===== src/rtl/serial_route_map.svh =====
// Register offsets, field positions and reset values of the auxiliary control register
`ifndef SERIAL_ROUTE_MAP_SVH
`define SERIAL_ROUTE_MAP_SVH
`define AUX_CTRL_ADDR     8'ha2
`define ROUTE_SEL_BIT     7
`define GP_FLAG_BIT       3
`define PTR_BANK_BIT      0
`define AUX_CTRL_RESET    8'h00
`define AUX_CTRL_WMASK    8'h89
`define DATA_PTR_RESET    16'h0000
`endif


===== src/rtl/serial_route_pkg.sv =====
// Types shared by the serial pin route block
package serial_route_pkg;
    typedef struct packed {
        logic route_sel;
        logic gp_flag;
        logic bank_sel;
    } aux_ctrl_s;

    typedef struct packed {
        logic       wr;
        logic       rd;
        logic [7:0] addr;
        logic [7:0] wdata;
    } reg_req_s;

    typedef enum logic [1:0] {
        ptr_nop   = 2'b00,
        ptr_load  = 2'b01,
        ptr_incr  = 2'b10
    } ptr_op_e;
endpackage


===== src/rtl/data_pointer_bank.sv =====
// Two data pointers, one selected for every pointer operation
`timescale 1ns/1ps
`default_nettype none
`include "serial_route_map.svh"
module data_pointer_bank
    import serial_route_pkg::*;
#(
    parameter int WIDTH = 16
) (
    // Clock and reset
    input  wire logic             sys_clk,
    input  wire logic             reset_n,
    // Pointer operation
    input  wire logic             bank_sel,
    input  var  ptr_op_e          op,
    input  wire logic [WIDTH-1:0] load_value,
    output logic      [WIDTH-1:0] ptr_value
);
    logic [WIDTH-1:0] pointer [2];

    genvar i;
    generate
        for (i = 0; i < 2; i++) begin : g_ptr
            always_ff @(posedge sys_clk or negedge reset_n) begin
                if (!reset_n) begin
                    pointer[i] <= WIDTH'(`DATA_PTR_RESET);
                end else if (bank_sel == 1'(i)) begin
                    case (op)
                        ptr_load: pointer[i] <= load_value;
                        ptr_incr: pointer[i] <= pointer[i] + WIDTH'(1);
                        default:  pointer[i] <= pointer[i];
                    endcase
                end
            end
        end
    endgenerate

    always_ff @(posedge sys_clk or negedge reset_n) begin
        if (!reset_n) begin
            ptr_value <= WIDTH'(`DATA_PTR_RESET);
        end else begin
            ptr_value <= bank_sel ? pointer[1] : pointer[0];
        end
    end
endmodule
`default_nettype wire


===== src/rtl/serial_pin_route_data_pointer_reg_select.sv =====
// Auxiliary register: serial pin routing, software flag, data pointer bank select
//
// Our own choice: the strobed register port.
`timescale 1ns/1ps
`default_nettype none
`include "serial_route_map.svh"
module serial_pin_route_data_pointer_reg_select
    import serial_route_pkg::*;
#(
    parameter int PTR_WIDTH = 16
) (
    // Clock and reset
    input  wire logic                 sys_clk,
    input  wire logic                 reset_n,
    // Register port
    input  wire logic [7:0]           reg_addr,
    input  wire logic [7:0]           reg_wdata,
    input  wire logic                 reg_wr,
    input  wire logic                 reg_rd,
    output logic      [7:0]           reg_rdata,
    // Serial engine side
    input  wire logic                 uart_txd,
    output logic                      uart_rxd,
    // Port pins
    input  wire logic                 p30_in,
    input  wire logic                 p16_in,
    output logic                      p31_out,
    output logic                      p31_oe,
    output logic                      p17_out,
    output logic                      p17_oe,
    // Data pointer operations
    input  var  ptr_op_e              ptr_op,
    input  wire logic [PTR_WIDTH-1:0] ptr_load_value,
    output logic      [PTR_WIDTH-1:0] ptr_value,
    output logic                      ptr_bank
);
    reg_req_s  req;
    aux_ctrl_s ctrl;
    logic      p30_meta, p30_sync, p16_meta, p16_sync;
    logic      hit_wr, hit_rd;

    // Register address decode
    function automatic logic is_aux_addr(input logic [7:0] addr);
        return addr == `AUX_CTRL_ADDR;
    endfunction

    assign req    = '{wr: reg_wr, rd: reg_rd, addr: reg_addr, wdata: reg_wdata};
    assign hit_wr = req.wr && is_aux_addr(req.addr);
    assign hit_rd = req.rd && is_aux_addr(req.addr);

    always_ff @(posedge sys_clk or negedge reset_n) begin
        if (!reset_n) begin
            ctrl <= '{default: 1'b0};
        end else if (hit_wr) begin
            ctrl.route_sel <= req.wdata[`ROUTE_SEL_BIT];
            ctrl.gp_flag   <= req.wdata[`GP_FLAG_BIT];
            ctrl.bank_sel  <= req.wdata[`PTR_BANK_BIT];
        end
    end

    always_ff @(posedge sys_clk or negedge reset_n) begin
        if (!reset_n) begin
            reg_rdata <= `AUX_CTRL_RESET;
        end else if (hit_rd) begin
            reg_rdata <= {ctrl.route_sel, 3'h0, ctrl.gp_flag, 2'h0, ctrl.bank_sel}
                         & `AUX_CTRL_WMASK;
        end else begin
            reg_rdata <= 8'h00;
        end
    end

    // Pin input synchronisers
    always_ff @(posedge sys_clk or negedge reset_n) begin
        if (!reset_n) begin
            p30_meta <= 1'b1;
            p30_sync <= 1'b1;
            p16_meta <= 1'b1;
            p16_sync <= 1'b1;
        end else begin
            p30_meta <= p30_in;
            p30_sync <= p30_meta;
            p16_meta <= p16_in;
            p16_sync <= p16_meta;
        end
    end

    always_ff @(posedge sys_clk or negedge reset_n) begin
        if (!reset_n) begin
            uart_rxd <= 1'b1;
            p31_out  <= 1'b1;
            p31_oe   <= 1'b0;
            p17_out  <= 1'b1;
            p17_oe   <= 1'b0;
        end else begin
            uart_rxd <= ctrl.route_sel ? p16_sync : p30_sync;
            p31_out  <= uart_txd;
            p31_oe   <= !ctrl.route_sel;
            p17_out  <= uart_txd;
            p17_oe   <= ctrl.route_sel;
        end
    end

    always_ff @(posedge sys_clk or negedge reset_n) begin
        if (!reset_n) begin
            ptr_bank <= 1'b0;
        end else begin
            ptr_bank <= ctrl.bank_sel;
        end
    end

    data_pointer_bank #(
        .WIDTH (PTR_WIDTH)
    ) u_ptr (
        .sys_clk    (sys_clk),
        .reset_n    (reset_n),
        .bank_sel   (ctrl.bank_sel),
        .op         (ptr_op),
        .load_value (ptr_load_value),
        .ptr_value  (ptr_value)
    );

    // Checks
    // port 3 routing
    a_route_p3: assert property (@(posedge sys_clk) disable iff (!reset_n)
        (hit_wr && !req.wdata[`ROUTE_SEL_BIT]) |=> ##1 (p31_oe && !p17_oe))
        else $error("route 0 not on port 3");

    a_route_p1: assert property (@(posedge sys_clk) disable iff (!reset_n)
        (hit_wr && req.wdata[`ROUTE_SEL_BIT]) |=> ##1 (p17_oe && !p31_oe))
        else $error("route 1 not on port 1");

    a_flag_read: assert property (@(posedge sys_clk) disable iff (!reset_n)
        (hit_wr ##1 (req.rd && req.addr == `AUX_CTRL_ADDR && !req.wr))
        |=> reg_rdata[`GP_FLAG_BIT] == $past(req.wdata[`GP_FLAG_BIT], 2))
        else $error("flag read back wrong");

    a_bank_zero: assert property (@(posedge sys_clk) disable iff (!reset_n)
        (!ctrl.bank_sel && ptr_op == ptr_load) |=> ##1 ptr_value == $past(ptr_load_value, 2))
        else $error("primary pointer not used");

    a_bank_one: assert property (@(posedge sys_clk) disable iff (!reset_n)
        (hit_wr && req.wdata[`PTR_BANK_BIT]) |=> ##1 ptr_bank)
        else $error("bank 1 not selected");

    a_reset_clear: assert property (@(posedge sys_clk)
        $rose(reset_n) |-> (ctrl == '0 && !ptr_bank))
        else $error("reset value wrong");

    a_unimpl_zero: assert property (@(posedge sys_clk) disable iff (!reset_n)
        (reg_rdata & ~`AUX_CTRL_WMASK) == 8'h00)
        else $error("unimplemented bits not zero");

    a_rx_route: assert property (@(posedge sys_clk) disable iff (!reset_n)
        (ctrl.route_sel && $stable(ctrl.route_sel)) |=> uart_rxd == $past(p16_sync))
        else $error("receive not from port 1");

    a_rx_p3: assert property (@(posedge sys_clk) disable iff (!reset_n)
        (!ctrl.route_sel && $stable(ctrl.route_sel)) |=> uart_rxd == $past(p30_sync))
        else $error("receive not from port 3");

    a_oe_onehot: assert property (@(posedge sys_clk) disable iff (!reset_n)
        $past(reset_n) |-> (p31_oe != p17_oe))
        else $error("pin enables not exclusive");

    a_tx_p31: assert property (@(posedge sys_clk) disable iff (!reset_n)
        $past(reset_n) |-> p31_out == $past(uart_txd))
        else $error("port 3 transmit wrong");

    a_tx_p17: assert property (@(posedge sys_clk) disable iff (!reset_n)
        $past(reset_n) |-> p17_out == $past(uart_txd))
        else $error("port 1 transmit wrong");

    a_flag_inert: assert property (@(posedge sys_clk) disable iff (!reset_n)
        ($changed(ctrl.gp_flag) && $stable(ctrl.route_sel) && $stable(ctrl.bank_sel))
        |=> ($stable(p31_oe) && $stable(ptr_bank)))
        else $error("flag changed other outputs");

    a_rdata_value: assert property (@(posedge sys_clk) disable iff (!reset_n)
        hit_rd |=> (reg_rdata[`ROUTE_SEL_BIT] == $past(ctrl.route_sel)
            && reg_rdata[`GP_FLAG_BIT] == $past(ctrl.gp_flag)
            && reg_rdata[`PTR_BANK_BIT] == $past(ctrl.bank_sel)))
        else $error("read data fields wrong");

    a_rdata_idle: assert property (@(posedge sys_clk) disable iff (!reset_n)
        !$past(hit_rd) |-> reg_rdata == 8'h00)
        else $error("read data not idle");

    a_bank_out: assert property (@(posedge sys_clk) disable iff (!reset_n)
        $past(reset_n) |-> ptr_bank == $past(ctrl.bank_sel))
        else $error("bank output wrong");

    a_bank_load_one: assert property (@(posedge sys_clk) disable iff (!reset_n)
        (ctrl.bank_sel && ptr_op == ptr_load) |=> ##1 ptr_value == $past(ptr_load_value, 2))
        else $error("secondary pointer not used");
endmodule
`default_nettype wire


===== config.mk =====
export PLATFORM = sky130hd
export DESIGN_NAME = serial_pin_route_data_pointer_reg_select
export DESIGN_NICKNAME = d
export VERILOG_FILES = /design/src/rtl/serial_route_pkg.sv /design/src/rtl/data_pointer_bank.sv /design/src/rtl/serial_pin_route_data_pointer_reg_select.sv
export VERILOG_INCLUDE_DIRS = /design/src /design/src/rtl
export SDC_FILE = /design/constraint.sdc
export NUM_CORES = 1
export LEC_CHECK = 0
export BUFFER_PORTS_ARGS = -buffer_cell sky130_fd_sc_hd__buf_2
export CELL_PAD_IN_SITES_DETAIL_PLACEMENT = 2
export CELL_PAD_IN_SITES_GLOBAL_PLACEMENT = 2
export CORE_MARGIN = 4
export CORE_UTILIZATION = 36
export DETAILED_ROUTE_END_ITERATION = 10
export PLACE_DENSITY_LB_ADDON = 0.12
export SKIP_LAST_GASP = 1
export SLEW_MARGIN = 20
export SYNTH_ARGS = -nofsm -noshare
export SYNTH_HDL_FRONTEND = slang
export SYNTH_HIERARCHICAL = 1
export SYNTH_SLANG_ARGS = --single-unit
export TNS_END_PERCENT = 20

===== constraint.sdc =====
create_clock -name sys_clk -period 4.4 [get_ports sys_clk]
set_input_delay 1.32 -clock sys_clk [delete_from_list [all_inputs] [get_ports sys_clk]]
set_output_delay 1.32 -clock sys_clk [all_outputs]
set_load 0.01 [all_outputs]

==> results.sh <==
export IMPL_finalClockSkew_ns=0.006970
export IMPL_cellLeakagePower_uw=0.001603
export IMPL_start_util_pct=37.78
export IMPL_synth_adder_area_share_pct=1.185
export IMPL_dpl_hpwl_um=6767
export IMPL_diodes=0
export IMPL_yosys_register_bits=63
export IMPL_cts_buffers=9
export IMPL_layout_drive_gt1_share_pct=28.57
export IMPL_synth_area_mm2=0.003167
export IMPL_worst_slew_pin_slew_ns=1.095
export IMPL_rsz0062_at_grt="no"
export IMPL_synth_warnings=6
export IMPL_tns_ns=0
export IMPL_cts_resized=0
export IMPL_crit_cells=7
export IMPL_yosys_area_top_type_share_pct=45.04
export IMPL_setup_violations=0
export IMPL_cp_required_ns=4.63
export IMPL_crit_start="ptr_op[0]"
export IMPL_rr_endpoint="u_ptr/pointer[14]"
export IMPL_path_max_fanout=17
export IMPL_crit_path_cell_trace="buf_2 -> inv_1 -> ha_2 -> nand2b_1 -> or3_1 -> o21ai_0 -> nor3_1"
export IMPL_synth_area_leaders="dfrtp_1 (45%), mux2_2 (5.3%), dfstp_2 (5.0%), a21oi_1 (4.1%), o22ai_1 (3.4%)"
export IMPL_grt_pass1_wl_um=15390
export IMPL_synthCells=313
export IMPL_rows=33
export IMPL_synth_top_family_by_area="simple AND/OR/NAND/NOR gates"
export IMPL_cts_tree="done"
export IMPL_layout_common_cells="buf_2 (60), dfrtp_1 (57), a21oi_1 (26), nand2_1 (22), nand3_1 (19)"
export IMPL_synth_top_area_cell="dfrtp_1"
export IMPL_gp_congestion=0.8249
export IMPL_crit_family="simple AND/OR/NAND/NOR gates"
export IMPL_cap_violations=0
export IMPL_critPathArrivalTime_ns=3.06
export IMPL_crit_path_top_delay_cell="nand2b_1"
export IMPL_synth_compound_area_share_pct=15.92
export IMPL_area_growth_pct=15.33
export IMPL_track_usage_pct=19.63
export IMPL_core_mm2=0.008382
export IMPL_cpPeakStageDelay_ns=0.56
export IMPL_clk_pin_slew_worst_paths_ns=0.07
export IMPL_insertion_delay_ns=0.34
export IMPL_cts_hold_buf=0
export IMPL_synth_mux_area_share_pct=7.981
export IMPL_drt_initial_drc_count=108
export IMPL_wl_um=9684
export IMPL_maxSlewViolCount=0
export IMPL_crit_buf_inv=2
export IMPL_cts_root_buffer="clkbuf_8"
export IMPL_dieArea_mm2=0.01036
export IMPL_antenna_found_initial=0
export IMPL_first_global_vias=2863
export IMPL_die_h_um=101.8
export IMPL_layout_commonest_cell="buf_2"
export IMPL_max_freq_mhz=352.7
export IMPL_place_ws_ns=1.187
export IMPL_power_density_mw_per_mm2=437.8
export IMPL_seqCellArea_mm2=0.001584
export IMPL_ant_nets=0
export IMPL_ff2ff_path_depth=4
export IMPL_wl_per_cell_um=20.34
export IMPL_r2r_slack_ns=1.71
export IMPL_nets=410
export IMPL_worstHoldStart="p16_meta"
export IMPL_avgViaCountPerCell=5.767
export IMPL_clockBufferDepth=2
export IMPL_post_route_period_util_pct=64.43
export IMPL_vias=2745
export IMPL_synth_simple_gate_area_share_pct=18.37
export IMPL_htreeDepth=3
export IMPL_synth_distinct_cells=48
export IMPL_hold_viol=0
export IMPL_fillers=920
export IMPL_crit_path_start_kind="primary input"
export IMPL_die_x_um=101.8
export IMPL_grt_max_degree=64
export IMPL_ys_seq_area_share_pct=50.02
export IMPL_critPathKind="in2reg"
export IMPL_max_slew_margin_rel_pct=27.00
export IMPL_status="completed"
export IMPL_synth_xor_area_share_pct=0
export IMPL_numPortBuffers=60
export IMPL_cts_sinks=63
export IMPL_multi_input_area_mm2=0.001398
export IMPL_hp_class="reg2reg"
export IMPL_critPathCapture="u_ptr/pointer[14]"
export IMPL_final_setup_worst_slack_ns=1.565
export IMPL_drc=0
export IMPL_ir_drop_uv=207.4
export IMPL_endpoint_kind="register"
export IMPL_grt_ovfl_total=0
export IMPL_io_pins=71
export IMPL_regToRegStartpoint="ctrl[0]"
export IMPL_dr_pass1_iters=4
export IMPL_post_cts_buffers=0
export IMPL_postSynthAreaPerCell_um2=10.12
export IMPL_min_period_ns=2.835
## cell families (layout without fill, tap and decap cells)
family | after synthesis | after routing
multiplexers | 23 | 23
buffers and inverters | 37 | 91
adder cells (fa/ha/maj) | 3 | 3
AND/OR/NAND/NOR | 105 | 105
flip-flops | 63 | 63
AO/OA/AOI/OAI | 81 | 81
other | 1 | 5
## flip-flops by register name, indices dropped and copies added, names as in the netlist, 3 cells and up
register         count
reg_rdata            3
u_ptr/pointer       32
u_ptr/ptr_value     16
ctrl                 3
## layer usage
| layer | vias to the layer above | routed length (µm) | global-route usage, % |
|---|---|---|---|
| li1 | 1259 | - | - |
| met1 | 1420 | 4382 | 25.67 |
| met2 | 58 | 4817 | 33.00 |
| met3 | 8 | 396 | 3.994 |
| met4 | 0 | 87 | 5.521 |
| met5 | - | 0 | 0 |
## report_power, final
part	leakage, µW	switching [µW]	internal, µW
clock network	0.0000861	227	217
logic	0.000770	177	152
registers	0.000747	138	689
total	0.00160	541	1060
## stage by stage
step / instance area (µm²) / power [µW] / std cells / utilization (%) / hold WS (ns)
finish: 3652 / 1599 / 476 / 43.57 / 0.3597
global placement: 3485 / 1146 / 460 / 41.57 / 0.3455
CTS: 3652 / 1616 / 476 / 43.57 / 0.3618
floorplan: 3182 / 1020 / 317 / - / 0.3452
global route: 3652 / 1708 / 476 / 43.57 / 0.3633
detailed placement: 3485 / 1167 / 460 / 41.57 / 0.3509
## synth_stat cells (all sizes together)
master / instances
ha: 3
o21ai: 16
conb: 1
o221ai: 1
nand4: 11
mux2i: 5
inv: 11
nor3: 12
a21o: 2
nor4: 5
or4: 1
a21oi: 26
o221a: 1
nand3: 20
dfstp: 6
o22ai: 17
a31oi: 1
o211ai: 1
mux2: 18
nand2: 23
and4: 6
o41ai: 1
nand2b: 3
o31ai: 2
clkbuf: 14
o311a: 1
o211a: 2
dlygate4sd1: 1
nor2: 10
a22oi: 1
and3: 8
nor4b: 1
nor2b: 2
or2: 1
dfrtp: 57
a311oi: 1
and4bb: 1
buf: 11
a2bb2oi: 7
or3: 1
a211oi: 1
## worst register-to-register path, delay by kind of cell, from the launching register on
family | cells | cell delay, ns
AO/OA/AOI/OAI | 1 | 0.11
flip-flops | 1 | 1.06
AND/OR/NAND/NOR | 3 | 1.41
## final cells by class
type | instances | share of cell area, %
Clock buffer | 12 | 3.974
Sequential cell | 63 | 43.37
Inverter | 11 | 1.131
Tap cell | 105 | 3.597
Multi-Input combinational cell | 217 | 38.27
Timing Repair Buffer | 64 | 9.044
Clock inverter | 4 | 0.6167
## worst min path at each step
stage                     endpoint  slack (ns)  cells past startpoint
after detailed placement  p30_sync        0.35                      0
after floorplan           p16_sync        0.35                      0
after global placement    p30_sync        0.35                      0
after global routing      p16_sync        0.36                      0
after CTS                 p16_sync        0.36                      0
final                     p16_sync        0.36                      0
No activity file was read; power rests on OpenSTA's default activity.
